## src/hdl/rtc_cal_consts.vh

```
// Constants for the calendar, count-trim and weekly-alarm block.
// Included by the block's single design file; definitions only.
`ifndef RTC_CAL_CONSTS_VH
`define RTC_CAL_CONSTS_VH

// Register addresses on the internal register port
`define ADDR_WEEKDAY 4'h3
`define ADDR_DAY 4'h4
`define ADDR_MONTH 4'h5
`define ADDR_YEAR 4'h6
`define ADDR_TRIM 4'h7
`define ADDR_ALM_MIN 4'h8
`define ADDR_ALM_HOUR 4'h9
`define ADDR_ALM_MASK 4'ha

// Implemented bits per register; the rest read zero
`define MASK_WEEKDAY 8'h07
`define MASK_DAY 8'h3f
`define MASK_MONTH 8'h1f
`define MASK_YEAR 8'hff
`define MASK_TRIM 8'hff
`define MASK_ALM_MIN 8'h7f
`define MASK_ALM_HOUR 8'h3f
`define MASK_ALM_MASK 8'h7f

// Trim register fields
`define TRIM_INTERVAL_BIT 7
`define TRIM_SIGN_BIT 6
`define TRIM_MAG_MSB 5
`define TRIM_MAG_LSB 0

// Reset values
`define RST_TRIM 8'h00
`define RST_DAY 8'h01
`define RST_MONTH 8'h01
`define RST_YEAR 8'h00
`define RST_WEEKDAY 3'h0
`define RST_ALM 8'h00

// Calendar limits (BCD)
`define DAY_LAST_31 8'h31
`define DAY_LAST_30 8'h30
`define DAY_LAST_29 8'h29
`define DAY_LAST_28 8'h28
`define MONTH_LAST 8'h12
`define YEAR_LAST 8'h99
`define WEEKDAY_LAST 3'h6

// Trim instants (BCD seconds)
`define SEC_00 7'h00
`define SEC_20 7'h20
`define SEC_40 7'h40

// Oscillator cycles in one untrimmed second
`define OSC_PER_SECOND 17'd32768

`endif

```

## src/hdl/rtc_calendar_trim_weekly_alarm.v

```verilog
// Calendar chain (weekday, day, month, year), one-second timebase with
// count trim, and weekly alarm compare with its register file.
// Assumes a register port driven by the serial engine on mclk_i, and
// seconds/minute/hour values plus a day-rollover pulse from the time counters.
`timescale 1ns/1ps
`include "rtc_cal_consts.vh"

module rtc_calendar_trim_weekly_alarm (
  input wire mclk_i,
  input wire reset_n_i,
  input wire osc_clk_i,
  input wire [3:0] reg_addr_i,
  input wire reg_wr_i,
  input wire [7:0] reg_wdata_i,
  output reg [7:0] reg_rdata_o,
  input wire [6:0] seconds_i,
  input wire [6:0] minute_i,
  input wire [5:0] hour_i,
  input wire day_rollover_i,
  input wire power_up_flag_clear_i,
  output reg power_up_flag_o,
  output wire second_tick_o,
  output reg [2:0] weekday_o,
  output reg weekly_alarm_match_o
);

  // ==========================================================
  // Register state
  reg [7:0] day_of_month_count_r;
  reg [7:0] month_count_r;
  reg [7:0] year_count_r;
  reg [7:0] second_length_trim_r;
  reg [7:0] weekly_alarm_minute_r;
  reg [7:0] weekly_alarm_hour_r;
  reg [7:0] weekly_alarm_weekday_mask_r;

  wire wr_day = reg_wr_i && (reg_addr_i == `ADDR_DAY);
  wire wr_month = reg_wr_i && (reg_addr_i == `ADDR_MONTH);
  wire wr_year = reg_wr_i && (reg_addr_i == `ADDR_YEAR);
  wire wr_trim = reg_wr_i && (reg_addr_i == `ADDR_TRIM);
  wire wr_weekday = reg_wr_i && (reg_addr_i == `ADDR_WEEKDAY);

  // ==========================================================
  // BCD helpers
  // Steps one packed BCD byte: the units wrap 9 to 0 with a carry into the tens.
  // The tens digit is not range checked. A value the host should never write
  // may step into a non-BCD code, and the counters need not recover from it.
  // Keeping the helper that small keeps each counter's next-state logic shallow.
  function [7:0] bcd_inc;
    input [7:0] v;
    begin
      if (v[3:0] == 4'h9) begin
        bcd_inc = {v[7:4] + 4'h1, 4'h0};
      end else begin
        bcd_inc = {v[7:4], v[3:0] + 4'h1};
      end
    end
  endfunction

  // Leap when the BCD year is a multiple of four, 00 included
  function is_leap;
    input [7:0] y;
    begin
      if (y[4] == 1'b0) begin
        is_leap = (y[3:0] == 4'h0) || (y[3:0] == 4'h4) || (y[3:0] == 4'h8);
      end else begin
        is_leap = (y[3:0] == 4'h2) || (y[3:0] == 4'h6);
      end
    end
  endfunction

  // ==========================================================
  // Calendar carry chain
  // Last valid day of the current month, in BCD, as a compare value.
  // The month is decoded from its stored BCD code, so 11 means November.
  // Months with no valid code fall into the 31-day branch; that is harmless,
  // because only existent months are ever loaded.
  reg [7:0] day_last;
  always @* begin
    case (month_count_r)
      8'h04, 8'h06, 8'h09, 8'h11: day_last = `DAY_LAST_30;
      8'h02: day_last = is_leap(year_count_r) ? `DAY_LAST_29 : `DAY_LAST_28;
      default: day_last = `DAY_LAST_31;
    endcase
  end

  // Carries ripple in one cycle: the day pulse, a day wrap and a month wrap
  // all fall on the same edge, so a host read never sees a half-updated date.
  // Equality is used rather than a compare, so a day past the month's end
  // keeps counting instead of wrapping; the host must not write one.
  wire day_wrap = day_rollover_i && (day_of_month_count_r == day_last);
  wire month_wrap = day_wrap && (month_count_r == `MONTH_LAST);

  // Host write wins over a carry landing in the same cycle
  // A carry that loses to a write is dropped, not deferred. This is the
  // expected effect when software sets the date across a midnight.
  // Each field is written on its own, so the month and year carries still
  // follow the old day value when only the day register is written.
  always @(posedge mclk_i or negedge reset_n_i) begin
    if (!reset_n_i) begin
      day_of_month_count_r <= `RST_DAY;
      month_count_r <= `RST_MONTH;
      year_count_r <= `RST_YEAR;
      weekday_o <= `RST_WEEKDAY;
    end else begin
      if (wr_day) begin
        day_of_month_count_r <= reg_wdata_i & `MASK_DAY;
      end else if (day_rollover_i) begin
        day_of_month_count_r <= day_wrap ? 8'h01 : bcd_inc(day_of_month_count_r);
      end
      if (wr_month) begin
        month_count_r <= reg_wdata_i & `MASK_MONTH;
      end else if (day_wrap) begin
        month_count_r <= month_wrap ? 8'h01 : bcd_inc(month_count_r);
      end
      if (wr_year) begin
        year_count_r <= reg_wdata_i;
      end else if (month_wrap) begin
        year_count_r <= (year_count_r == `YEAR_LAST) ? 8'h00 : bcd_inc(year_count_r);
      end
      if (wr_weekday) begin
        weekday_o <= reg_wdata_i[2:0];
      end else if (day_rollover_i) begin
        weekday_o <= (weekday_o == `WEEKDAY_LAST) ? 3'h0 : weekday_o + 3'h1;
      end
    end
  end

  // ==========================================================
  // Trim and alarm registers, power-up flag
  // Reset stands for the power-on-from-zero event
  // Only the trim value must come up at zero. The alarm fields are cleared as
  // well, so that no stale compare value can match before software loads it.
  // The power-up flag can only be cleared here; nothing but reset sets it.
  // The flag's clear input is a pulse on mclk_i from the serial engine.
  always @(posedge mclk_i or negedge reset_n_i) begin
    if (!reset_n_i) begin
      second_length_trim_r <= `RST_TRIM;
      weekly_alarm_minute_r <= `RST_ALM;
      weekly_alarm_hour_r <= `RST_ALM;
      weekly_alarm_weekday_mask_r <= `RST_ALM;
      power_up_flag_o <= 1'b1;
    end else begin
      if (wr_trim) begin
        second_length_trim_r <= reg_wdata_i;
      end
      if (reg_wr_i && (reg_addr_i == `ADDR_ALM_MIN)) begin
        weekly_alarm_minute_r <= reg_wdata_i & `MASK_ALM_MIN;
      end
      if (reg_wr_i && (reg_addr_i == `ADDR_ALM_HOUR)) begin
        weekly_alarm_hour_r <= reg_wdata_i & `MASK_ALM_HOUR;
      end
      if (reg_wr_i && (reg_addr_i == `ADDR_ALM_MASK)) begin
        weekly_alarm_weekday_mask_r <= reg_wdata_i & `MASK_ALM_MASK;
      end
      if (power_up_flag_clear_i) begin
        power_up_flag_o <= 1'b0;
      end
    end
  end

  // Registered read data; unmapped addresses return zero
  // The mux is one cycle behind the address. The serial engine therefore
  // presents the address one clock before it shifts the byte out.
  // Stored values are already masked, so unused bits read zero with no extra gating.
  always @(posedge mclk_i or negedge reset_n_i) begin
    if (!reset_n_i) begin
      reg_rdata_o <= 8'h00;
    end else begin
      case (reg_addr_i)
        `ADDR_WEEKDAY: reg_rdata_o <= {5'h00, weekday_o};
        `ADDR_DAY: reg_rdata_o <= day_of_month_count_r;
        `ADDR_MONTH: reg_rdata_o <= month_count_r;
        `ADDR_YEAR: reg_rdata_o <= year_count_r;
        `ADDR_TRIM: reg_rdata_o <= second_length_trim_r;
        `ADDR_ALM_MIN: reg_rdata_o <= weekly_alarm_minute_r;
        `ADDR_ALM_HOUR: reg_rdata_o <= weekly_alarm_hour_r;
        `ADDR_ALM_MASK: reg_rdata_o <= weekly_alarm_weekday_mask_r;
        default: reg_rdata_o <= 8'h00;
      endcase
    end
  end

  // ==========================================================
  // Oscillator sampling: two stages, then edge detect on the second
  // The oscillator is far slower than mclk_i, so every one of its edges is seen.
  // All stages reset low, which is the oscillator's idle level. That avoids a
  // false edge right after reset; the first real rising edge counts normally.
  // Cost: each counted edge is seen two mclk_i cycles late, a fixed offset only.
  reg osc_s1_r;
  reg osc_s2_r;
  reg osc_s3_r;
  always @(posedge mclk_i or negedge reset_n_i) begin
    if (!reset_n_i) begin
      osc_s1_r <= 1'b0;
      osc_s2_r <= 1'b0;
      osc_s3_r <= 1'b0;
    end else begin
      osc_s1_r <= osc_clk_i;
      osc_s2_r <= osc_s1_r;
      osc_s3_r <= osc_s2_r;
    end
  end
  wire osc_rise = osc_s2_r && !osc_s3_r;

  // ==========================================================
  // Second length: the oscillator itself is only counted, never altered
  wire trim_interval_select = second_length_trim_r[`TRIM_INTERVAL_BIT];
  wire trim_sign = second_length_trim_r[`TRIM_SIGN_BIT];
  wire [5:0] trim_magnitude = second_length_trim_r[`TRIM_MAG_MSB:`TRIM_MAG_LSB];

  // A write in the current second suppresses its adjustment
  // The flag is set by any trim write and is cleared at the end of each second.
  // A write in the very cycle of the tick keeps it set for the next second too.
  // That way an adjustment never applies a half-written trim value.
  reg trim_written_r;
  wire at_instant = (seconds_i == `SEC_00) ||
    (!trim_interval_select && ((seconds_i == `SEC_20) || (seconds_i == `SEC_40)));
  wire trim_now = at_instant && !trim_written_r && !wr_trim && (trim_magnitude != 6'h00);

  // Length of the running second in oscillator edges.
  // The largest positive trim gives 32768 + 124, and the largest negative one
  // gives 32768 - 126, so 17 bits always hold the result without overflow.
  // The value is taken from seconds_i as it stands at the second's last edge.
  reg [16:0] sec_len;
  always @* begin
    sec_len = `OSC_PER_SECOND;
    if (trim_now) begin
      if (!trim_sign) begin
        sec_len = `OSC_PER_SECOND + {10'h000, trim_magnitude - 6'h01, 1'b0};
      end else begin
        sec_len = `OSC_PER_SECOND - {10'h000, (~trim_magnitude) + 6'h01, 1'b0};
      end
    end
  end

  // Edge counter of the running second. It ends on reaching sec_len - 1, so one
  // second spans exactly sec_len edges. The compare is greater-or-equal, so a
  // shortening trim that lands after the count has already passed its new end
  // still closes the second at once, instead of running on for a full wrap.
  reg [16:0] osc_count_r;
  wire sec_end = osc_rise && (osc_count_r >= sec_len - 17'd1);
  assign second_tick_o = sec_end;

  always @(posedge mclk_i or negedge reset_n_i) begin
    if (!reset_n_i) begin
      osc_count_r <= 17'd0;
      trim_written_r <= 1'b0;
    end else begin
      if (osc_rise) begin
        osc_count_r <= sec_end ? 17'd0 : osc_count_r + 17'd1;
      end
      // Set wins over the end-of-second clear
      if (wr_trim) begin
        trim_written_r <= 1'b1;
      end else if (sec_end) begin
        trim_written_r <= 1'b0;
      end
    end
  end

  // ==========================================================
  // Weekly alarm compare; hour codes match as stored, so 12/32 work as is
  // No decoding of the 12/24-hour mode is needed, because the time counter
  // supplies its hour in the same coding as the alarm register.
  // Weekday code 7 is kept from matching, so a weekday register written as 7 never fires.
  // The match output stays high for as long as the inputs agree, one cycle late.
  wire mask_hit = weekly_alarm_weekday_mask_r[weekday_o];
  always @(posedge mclk_i or negedge reset_n_i) begin
    if (!reset_n_i) begin
      weekly_alarm_match_o <= 1'b0;
    end else begin
      weekly_alarm_match_o <= mask_hit && (weekday_o != 3'h7) &&
        (minute_i == weekly_alarm_minute_r[6:0]) &&
        (hour_i == weekly_alarm_hour_r[5:0]);
    end
  end

endmodule

```

## config.mk

```make
export PLATFORM = sky130hd
export DESIGN_NAME = rtc_calendar_trim_weekly_alarm
export DESIGN_NICKNAME = d
export VERILOG_FILES = /design/src/hdl/rtc_calendar_trim_weekly_alarm.v
export VERILOG_INCLUDE_DIRS = /design/src /design/src/hdl
export SDC_FILE = /design/constraint.sdc
export NUM_CORES = 1
export LEC_CHECK = 0
export BUFFER_PORTS_ARGS = -buffer_cell sky130_fd_sc_hd__buf_2
export CAP_MARGIN = 0
export CELL_PAD_IN_SITES_DETAIL_PLACEMENT = 1
export CELL_PAD_IN_SITES_GLOBAL_PLACEMENT = 2
export CORE_MARGIN = 4
export CORE_UTILIZATION = 41
export CTS_CLUSTER_SIZE = 12
export DETAILED_ROUTE_END_ITERATION = 10
export PLACE_DENSITY = 0.95
export SKIP_CTS_REPAIR_TIMING = 1
export SYNTH_ARGS = -nofsm -noshare
export SYNTH_HDL_FRONTEND = slang
export SYNTH_SLANG_ARGS = --single-unit
```

## constraint.sdc

```tcl
create_clock -name mclk_i -period 7.2 [get_ports mclk_i]
set_input_delay 0.36 -clock mclk_i [delete_from_list [all_inputs] [get_ports mclk_i]]
set_output_delay 0.36 -clock mclk_i [all_outputs]
set_load 0.02 [all_outputs]
```

==> results of run 1 <==
## layer usage
layer / global-route usage (%) / wire, um / vias up
li1: - / - / 2462
met1: 31.7 / 8260 / 2738
met2: 36.2 / 8430 / 116
met3: 3.45 / 927 / 20
met4: 6.49 / 274 / 0
met5: 0 / 0 / -
## per-stage QoR
step | setup slack, ns | power [mW]
6_report | 1.06 | 1.89
5_1_grt | 0.695 | 2.02
4_1_cts | 1.16 | 1.90
3_5_place_dp | 1.29 | 1.41
3_3_place_gp | 1.54 | 1.36
2_1_floorplan | 2.21 | 1.21
## report_power, final
group	internal (mW)	switching, mW	leakage [nW]
logic	0.271	0.347	1.73
registers	0.599	0.200	1.07
clock network	0.270	0.203	0.142
total	1.14	0.751	2.94
## final timing paths
check	start	to	slack, ns	cells after the start
max	second_length_trim_r[0]	second_tick_o	1.06	19
min	power_up_flag_clear_i	power_up_flag_o	0.13	2
max reg2reg	second_length_trim_r[0]	trim_written_r	1.75	19
min reg2reg	osc_s1_r	osc_s2_r	0.35	0
max in group asynchronous	reset_n_i	osc_s1_r	5.62	3
min in group asynchronous	reset_n_i	day_of_month_count_r[2]	0.43	2
## worst register-to-register path: stages, from the launching register on
cell and delay, ns:
dfrtp_1 0.48, inv_1 0.16, ha_1 0.34, nand2b_1 0.27, o21ai_0 0.11, and3_1 0.19, a31oi_1 0.20, nor2_1 0.08
ha_1 0.27, nand2b_1 0.12, nor3_1 0.07, o21a_1 0.22, a221oi_1 0.46, ha_1 0.34, a21oi_1 0.17, o21ai_1 0.09
a211o_1 0.28, o311ai_1 0.71, a21oi_1 0.54, o22ai_1 0.24
## synthesized netlist by cell type, drive strengths merged, types with 4 or more instances
| master | n |
|---|---|
| a211oi | 5 |
| a21o | 7 |
| a21oi | 32 |
| a31oi | 13 |
| a32oi | 5 |
| and2 | 5 |
| and3 | 8 |
| and3b | 4 |
| and4 | 4 |
| buf | 8 |
| clkbuf | 21 |
| dfrtp | 83 |
| ha | 29 |
| inv | 23 |
| mux2 | 26 |
| mux2i | 21 |
| nand2 | 54 |
| nand2b | 14 |
| nand3 | 39 |
| nand4 | 10 |
| nor2 | 57 |
| nor2b | 15 |
| nor3 | 13 |
| nor3b | 5 |
| o211ai | 8 |
| o21ai | 31 |
| o221ai | 5 |
| o22ai | 10 |
| o31ai | 4 |
| or3 | 7 |
| or4 | 6 |
| xnor2 | 17 |
| xor2 | 18 |
## logic make-up after synthesis
family,count (synthesis),share of synthesized area (%)
xor gates and xnor gates,35,5.15
DFF,86,36.2
buffers and inverters,52,3.76
and+or+nand+nor,253,22.0
adders and majority gates,30,6.26
other,1,0.0630
muxes,49,9.21
AOI/OAI and AO/OA,148,17.4
## final cells by class
class	count	area (um^2)
fillers	1652	7410
multi-input cells	516	3570
flip-flops and latches	86	2160
repair buffers	55	290
clock buffers	9	225
well taps	180	225
inverters	23	86.3
clock inverters	6	72.6
## sequential cells by signal, summed over array words and instances (netlist names)
register                     count
osc_count_r                     17
day_of_month_count_r             8
month_count_r                    8
reg_rdata_o                      8
second_length_trim_r             8
year_count_r                     8
weekly_alarm_minute_r            7
weekly_alarm_weekday_mask_r      7
weekly_alarm_hour_r              6
weekday_o                        3
osc_s1_r                         1
osc_s2_r                         1
osc_s3_r                         1
power_up_flag_o                  1
trim_written_r                   1
weekly_alarm_match_o             1
## placed cells by master (no fill, tap or decap), types with 13 or more instances in the layout
cell | Yosys | routed
inv_1 | 22 | 22
nand2b_1 | 14 | 14
mux2_2 | 26 | 26
nand3_1 | 39 | 39
nand2_1 | 54 | 54
nor3_1 | 13 | 13
mux2i_1 | 21 | 21
xnor2_1 | 17 | 17
buf_2 | 2 | 50
nor2b_1 | 15 | 15
xor2_1 | 18 | 18
a21oi_1 | 31 | 31
o21ai_0 | 26 | 26
dfrtp_1 | 83 | 83
ha_1 | 29 | 29
nor2_1 | 57 | 57
==> metrics.txt, run 1 <==
overall die area 16500 um^2; DIE HEIGHT about 130 um; CP dominant cell by count ha_1; synth unique cells 73; Crit-path slowest cell o311ai_1; Clk Tree Root Cell clkbuf_16; CP top delay family compound AO/OA/AOI/OAI gates; HP Class input port to flip-flop; area fraction of the dominant cell type after synthesis 34.9%; asr flop ratio synth 100%; Sum Neg Setup Slack 0 ns; CTS clk-pin slew, worst paths approximately 0.070 ns; startpoint types flip-flop; Mean Syn Cell Area roughly 9.1 um^2; fraction of layout cells with a size suffix above 1 16.1%; status completed; Worst setup EP type primary output; initial antenna violation count 0; Synth Register Bits between 80 and 90; chip width 129 um; Syn Inst Count around 650; Mapped Area 5950 um^2; CTS tree yes; hold_ws 0.126 ns; synth top area cells dfrtp_1, ha_1, mux2_2, nor2_1, mux2i_1; RSZ-0062 raised after global routing no; first-pass GRT wire length 29600 um; Final Max Tran Viols 0; ANT cells 0; starting density of the core ~42%; EDFF count, synth 0; Worst-Margin Slew ~1.1 ns; Rows 43; Cell Count, Final, Fillers Out 875; maxcap violations 0; Initial DRC Count between 300 and 400; CTS Buf Count 9; WP data arrival about 5.8 ns; Syn Nets 721; GR Overflow Total 0; post-route cell area 6630 um^2; LEAKAGE 2.94 nW; Rel. slew slack 26.6%; first drt pass iteration count 4; DP Area 6320 um^2; final core occ between 40% and 50%; crit-path max FO 14; Placed Cells 859; Power Density ~290 nW/um^2; via count about 5300; Tmin final approximately 6.1 ns; clock latency at the later pin of the worst-skew pair 0.34 ns; Placer Congestion 0.877; clock buffer depth 2; DR vias/cell 6.10; skew final 0.00862 ns; vias in the first global route 5577; area leader, netlist dfrtp_1; area growth from synthesis to layout 11.3%; wire per inst 20.4 um; Routed WL 17900 um; largest net degree at the start of global routing 69; CORE AREA between 10000 and 15000 um^2; placed wire-length estimate roughly 13000 um; # nets final roughly 760; Max VDD drop around 0.00013 V; Final Cycle Share 85.3%; IO Count 52; PortBufs 51; residual DRC count 0; antenna-violating nets left 0; final hold viol count 0; worst-path cell chain inv_1 > ha_1 > nand2b_1 > o21ai_0 > and3_1 > a31oi_1 > nor2_1 > ha_1 > nand2b_1 > nor3_1 > o21a_1 > a221oi_1 > ha_1 > a21oi_1 > o21ai_1 > a211o_1 > o311ai_1 > a21oi_1 > buf_2; CP required a little under 7 ns; GRT Total Usage a little under a quarter; crit path kind flip-flop to primary output; Fmax achieved roughly 160 MHz; H-tree Lvls 3; Buf+Inv Stages, Crit Path 2; Clock Sinks 86; Synth Flop Type dfrtp_1; YS warnings 0; setup violators final 0; slowest cell delay on critical path slightly above 0.7 ns; sequential element share of the synthesized area 36.2%
Note: power is estimated with default switching activity, not from simulation.
==> inputs of run 2 (changes only) <==
--- a/config.mk
+++ b/config.mk
@@ -6,16 +6,18 @@
 export SDC_FILE = /design/constraint.sdc
 export NUM_CORES = 1
 export LEC_CHECK = 0
+export ABC_AREA = 1
 export BUFFER_PORTS_ARGS = -buffer_cell sky130_fd_sc_hd__buf_2
 export CAP_MARGIN = 0
 export CELL_PAD_IN_SITES_DETAIL_PLACEMENT = 1
 export CELL_PAD_IN_SITES_GLOBAL_PLACEMENT = 2
 export CORE_MARGIN = 4
-export CORE_UTILIZATION = 41
+export CORE_UTILIZATION = 38
 export CTS_CLUSTER_SIZE = 12
 export DETAILED_ROUTE_END_ITERATION = 10
 export PLACE_DENSITY = 0.95
 export SKIP_CTS_REPAIR_TIMING = 1
+export SKIP_LAST_GASP = 1
 export SYNTH_ARGS = -nofsm -noshare
 export SYNTH_HDL_FRONTEND = slang
 export SYNTH_SLANG_ARGS = --single-unit
==> metrics.txt, run 2 <==
WP data arrival 4.44 ns; Clock Sinks between 80 and 90; starting density of the core 39.2%; Top reg by flops osc_count_r; Sum Neg Setup Slack 0 ns; via count 5566; GR Overflow Total 0; overall die area 17100 um^2; wire per inst 17.7 um; status completed; area leader, netlist dfrtp_1; H-tree Lvls 3; chip width 131 um; final hold viol count 0; ANT cells 0; area fraction of the dominant cell type after synthesis 36.2%; most frequent cells in the layout nand2_1, inv_1, dfrtp_1; first drt pass iteration count 4; Synth Register Bits 86; setup violators final 0; Rows 44; synth unique cells 49; Tmin final around 4.8 ns; DIE HEIGHT 131 um; Placer Congestion approximately 0.89; Fmax achieved 209 MHz; Final Max Tran Viols 0; GRT Total Usage 22.1%; commonest non-fill, non-tap cell in the layout nand2_1; fraction of layout cells with a size suffix above 1 14.0%; CTS tree yes; YS warnings 0; hold_ws 0.115 ns; HP Class input port to flip-flop; sequential element share of the synthesized area 37.5%; fill count 1869; startpoint types flip-flop; antenna-violating nets left 0; CTS Buf Count 9; Initial DRC Count approximately 340; asr flop ratio synth 100%; CTS clk-pin slew, worst paths 0.07 ns; Worst-Margin Slew 0.846 ns; placed wire-length estimate approximately 14000 um; maxcap violations 0; LEAKAGE 3.37 nW; Worst setup EP type primary output; Final Cycle Share around 67%; Syn Nets 833; Syn Inst Count between 700 and 800; largest net degree at the start of global routing 64; vias in the first global route 5833; IO Count 52; residual DRC count 0; PortBufs 51; Routed WL 17900 um; synth top area cells dfrtp_1, nand2_1, inv_1, ha_1, o21ai_0; EDFF count, synth 0; DR vias/cell 5.51; Power Density 279 nW/um^2; clock buffer depth 2; CP required 6.84 ns; most common cell in the netlist nand2_1; Max VDD drop 0.000149 V; Largest register FFs 17; Mean Syn Cell Area 7.50 um^2; Clk Tree Root Cell clkbuf_16; CORE AREA around 15000 um^2; first-pass GRT wire length 29900 um; skew final between 0.01 and 0.015 ns; crit path kind flip-flop to primary output; clock latency at the later pin of the worst-skew pair approximately 0.35 ns; Rel. slew slack 43.6%; crit-path max FO 14; Mapped Area about 5700 um^2; Synth Flop Type dfrtp_1; initial antenna violation count 0; RSZ-0062 raised after global routing no; area growth from synthesis to layout 13.7%; Commonest cells post-synth nand2_1, inv_1, dfrtp_1; # nets final between 800 and 900
run 2: cell types whose count changed after synthesis, moves of 15 or more:
cell	before	now
nand2_1	54	187
mux2_2	26	0
inv_1	22	98
o21ai_0	26	51
nor2b_1	15	0
mux2i_1	21	0
clkbuf_1	21	4
nand2_2	0	15
run 2: cell type report:
type | instances | area (um^2) | area share (%)
multi-input cells | 564 | 3140 | 48.0
clock inverters | 7 | 105 | 1.61
repair buffers | 53 | 275 | 4.22
inverters | 107 | 402 | 6.15
flip-flops and latches | 86 | 2160 | 33.0
clock buffers | 9 | 225 | 3.45
well taps | 184 | 230 | 3.53
run 2: power breakdown:
part	leakage (nW)	internal [mW]	switching, mW
registers	1.10	0.590	0.141
clock network	0.159	0.310	0.216
logic	2.11	0.200	0.362
run 2: kinds of logic after synthesis:
family / count (synthesis) / share of synthesized area (%)
buffers and inverters: 116 / 7.88
other: 1 / 0.0653
DFF: 86 / 37.5
adders and majority gates: 29 / 6.32
and+or+nand+nor: 373 / 29.7
xor gates and xnor gates: 29 / 4.42
AOI/OAI and AO/OA: 132 / 14.1
run 2: routing by layer:
metal / part of all wire [%] / track usage, % / vias to the layer above / wire length (um)
met3: 5.2 / 4.35 / 21 / 936
met2: 48 / 36.3 / 130 / 8600
met4: 1.3 / 5.99 / 0 / 231
li1: - / - / 2655 / -
met1: 45 / 29.9 / 2760 / 8130
met5: 0 / 0 / - / 0
run 2: path summary, 6_finish.rpt:
path / start / endpoint / slack (ns) / cells past startpoint
max: second_length_trim_r[0] / second_tick_o / 2.40 / 23
min: power_up_flag_clear_i / power_up_flag_o / 0.11 / 2
max reg2reg: second_length_trim_r[0] / osc_count_r[16] / 3.12 / 23
min reg2reg: osc_s1_r / osc_s2_r / 0.35 / 0
max in group asynchronous: reset_n_i / osc_count_r[6] / 5.56 / 3
min in group asynchronous: reset_n_i / day_of_month_count_r[4] / 0.46 / 2
run 2: stage by stage:
stage	cell area (um^2)	instances	total power [mW]	setup WS [ns]	util, %
2_1_floorplan	5740	766	1.10	3.60	-
3_3_place_gp	6190	993	1.26	3.07	42.3
3_5_place_dp	6190	993	1.29	2.80	42.3
4_1_cts	6520	1009	1.82	2.36	44.5
5_1_grt	6530	1010	1.94	1.91	44.6
6_report	6530	1010	1.82	2.40	44.6
run 2: critical path, cell delays in order (launching register included):
cell and delay, ns:
dfrtp_1 0.41, inv_2 0.13, ha_1 0.25, nand2_1 0.12, xor2_1 0.25, nand2_1 0.09
nor2_1 0.12, ha_1 0.24, nor2_1 0.10, nor2_1 0.05, o21ai_1 0.15, nand2_1 0.12
nor2_1 0.14, nand2_1 0.07, nand2_1 0.13, inv_1 0.06, ha_1 0.27, nand4_1 0.11
nor3_1 0.25, nand4_1 0.13, nand3_1 0.10, nand2_1 0.13, inv_1 0.40, buf_2 0.25
==> inputs of run 3 (changes only) <==
--- a/config.mk
+++ b/config.mk
@@ -12,10 +12,10 @@
 export CELL_PAD_IN_SITES_DETAIL_PLACEMENT = 1
 export CELL_PAD_IN_SITES_GLOBAL_PLACEMENT = 2
 export CORE_MARGIN = 4
-export CORE_UTILIZATION = 38
+export CORE_UTILIZATION = 35
 export CTS_CLUSTER_SIZE = 12
 export DETAILED_ROUTE_END_ITERATION = 10
-export PLACE_DENSITY = 0.95
+export PLACE_DENSITY = 0.92
 export SKIP_CTS_REPAIR_TIMING = 1
 export SKIP_LAST_GASP = 1
 export SYNTH_ARGS = -nofsm -noshare
==> constraint.sdc (replaced) <==
create_clock -name mclk_i -period 4.8 [get_ports mclk_i]
set_input_delay 0.24 -clock mclk_i [delete_from_list [all_inputs] [get_ports mclk_i]]
set_output_delay 0.24 -clock mclk_i [all_outputs]
set_load 0.02 [all_outputs]
==> metrics.txt, run 3 (same netlist as run 2, synthesis figures left out) <==
initial antenna violation count 0; GRT Total Usage 20.2%; hold path startpoint reg_wdata_i[3]; fraction of layout cells with a size suffix above 1 14.1%; # nets final approximately 900; Worst-Margin Slew 0.784 ns; GR Overflow Total 0; Largest register FFs 17; commonest non-fill, non-tap cell in the layout nand2_1; first drt pass iteration count 6; pre-CTS setup slack 0.716 ns; DIE HEIGHT ~140 um; cell depth of the worst flop-to-flop path 24; Sum Neg Setup Slack 0 ns; CTS tree yes; Final Max Tran Viols 0; fill count around 2000; wire per inst 17.1 um; most frequent cells in the layout nand2_1, inv_1, dfrtp_1; status completed; antenna-violating nets left 0; overall die area 18500 um^2; Cell Count, Final, Fillers Out 1045; WP data arrival 4.14 ns; Routed WL 17800 um; skew final a little under 0.01 ns; Final Cycle Share 91.2%; Max VDD drop 0.000211 V; Clock power frac 26.7%; area growth from synthesis to layout 14.3%; Top reg by flops osc_count_r; startpoint types flip-flop; PortBufs 51; first-pass GRT wire length between 20000 and 30000 um; clock latency at the later pin of the worst-skew pair 0.35 ns; NetSw 1.05 mW; internal power 1.60 mW; Sw Ratio 39.5%; H-tree Lvls 3; Clk Tree Root Cell clkbuf_16; hold_ws about 0.15 ns; Setup crit start second_length_trim_r[0]; setup violators final 0; CORE AREA 16000 um^2; chip width roughly 140 um; starting density of the core between 30% and 40%; CTS clk-pin slew, worst paths about 0.060 ns; final hold viol count 0; worst hold endpoint month_count_r[3]; CP required between 4 and 5 ns; vias in the first global route 5641; Rows 46; crit path kind flip-flop to primary output; total power 2.65 mW; Tmin final 4.38 ns; reg2reg start second_length_trim_r[0]; ANT cells 0; HP Class input port to flip-flop; Rel. slew slack a little under half; maxcap violations 0; DR vias/cell 5.20; clock buffer depth 2; Logic pwr share 31.8%; setup ws final 0.424 ns; Power Density 404 nW/um^2; CTS Buf Count 9; Seq pwr share 41.5%; crit-path max FO 7; via count 5437; Fmax achieved ~230 MHz; reg2reg end osc_count_r[9]; residual DRC count 0; Initial DRC Count between 300 and 400; Placed Cells a little over 1000; IO Count 52; largest net degree at the start of global routing 58; Worst setup EP type primary output; placed wire-length estimate approximately 14000 um; Hold Path Depth 3; LEAKAGE 3.37 nW; Placer Congestion 0.829; Clock Sinks 86; R2R setup slack 0.83 ns; RSZ-0062 raised after global routing no
## run 3: cell types whose count changed in the layout (fill, tap and decap cells not counted), sizes merged
cell,delta
dlygate4sd3,+2
clkinv,+1
bufinv,-1
buf,+1
clkbuf,+3
inv,-3
## run 3: final cells by class
| type | instances | area, um^2 | share of cell area, % |
|---|---|---|---|
| timing repair buffer | 56 | 303 | 4.61 |
| multi-input combinational | 564 | 3140 | 47.8 |
| sequential | 86 | 2160 | 32.8 |
| clock inverter | 4 | 47.5 | 0.724 |
| tap | 216 | 270 | 4.12 |
| clock buffer | 12 | 246 | 3.75 |
| inverter | 107 | 402 | 6.12 |
## run 3: worst max path at each step
stage                          to  slack (ns)  cells past startpoint
finish              second_tick_o        0.42                     23
global route        second_tick_o       0.009                     23
CTS                 second_tick_o        0.30                     23
detailed placement  second_tick_o        0.72                     23
global placement    second_tick_o        0.94                     23
floorplan           second_tick_o        1.32                     23
## run 3: power groups by stage
| stage | Combinational [mW] | Clock (mW) | Sequential [mW] |
|---|---|---|---|
| floorplan | 0.595 | 0 | 1.05 |
| global placement | 0.810 | 0 | 1.10 |
| detailed placement | 0.839 | 0 | 1.11 |
| CTS | 0.846 | 0.731 | 1.10 |
| global route | 0.969 | 0.757 | 1.13 |
| finish | 0.844 | 0.708 | 1.10 |
## run 3: metal layers
metal  up-vias  routed length (um)  track usage [%]
met4         0                 325             5.32
met1      2682                8330             26.8
li1       2661                   -                -
met2        67                8540             33.8
met3        27                 623             3.85
met5         -                   0                0
## run 3: worst max-delay path, stage by stage (launching register included)
cell,delay [ns]
dfrtp_1,0.42
inv_2,0.14
ha_1,0.25
nand2_1,0.12
xor2_1,0.25
nand2_1,0.09
nor2_1,0.09
ha_1,0.23
nor2_1,0.10
nor2_1,0.05
o21ai_1,0.14
nand2_1,0.12
nor2_1,0.14
nand2_1,0.07
nand2_1,0.13
inv_1,0.07
ha_1,0.29
nand4_1,0.13
nor3_1,0.23
nand4_1,0.12
nand3_1,0.10
nand2_1,0.15
inv_2,0.18
buf_2,0.19
## run 3: metrics by stage
stage | area (um^2) | util (%)
after detailed placement | 6240 | 39.0
after floorplan | 5740 | -
after global placement | 6240 | 39.0
after global routing | 6570 | 41.0
final | 6570 | 41.0
after CTS | 6530 | 40.8
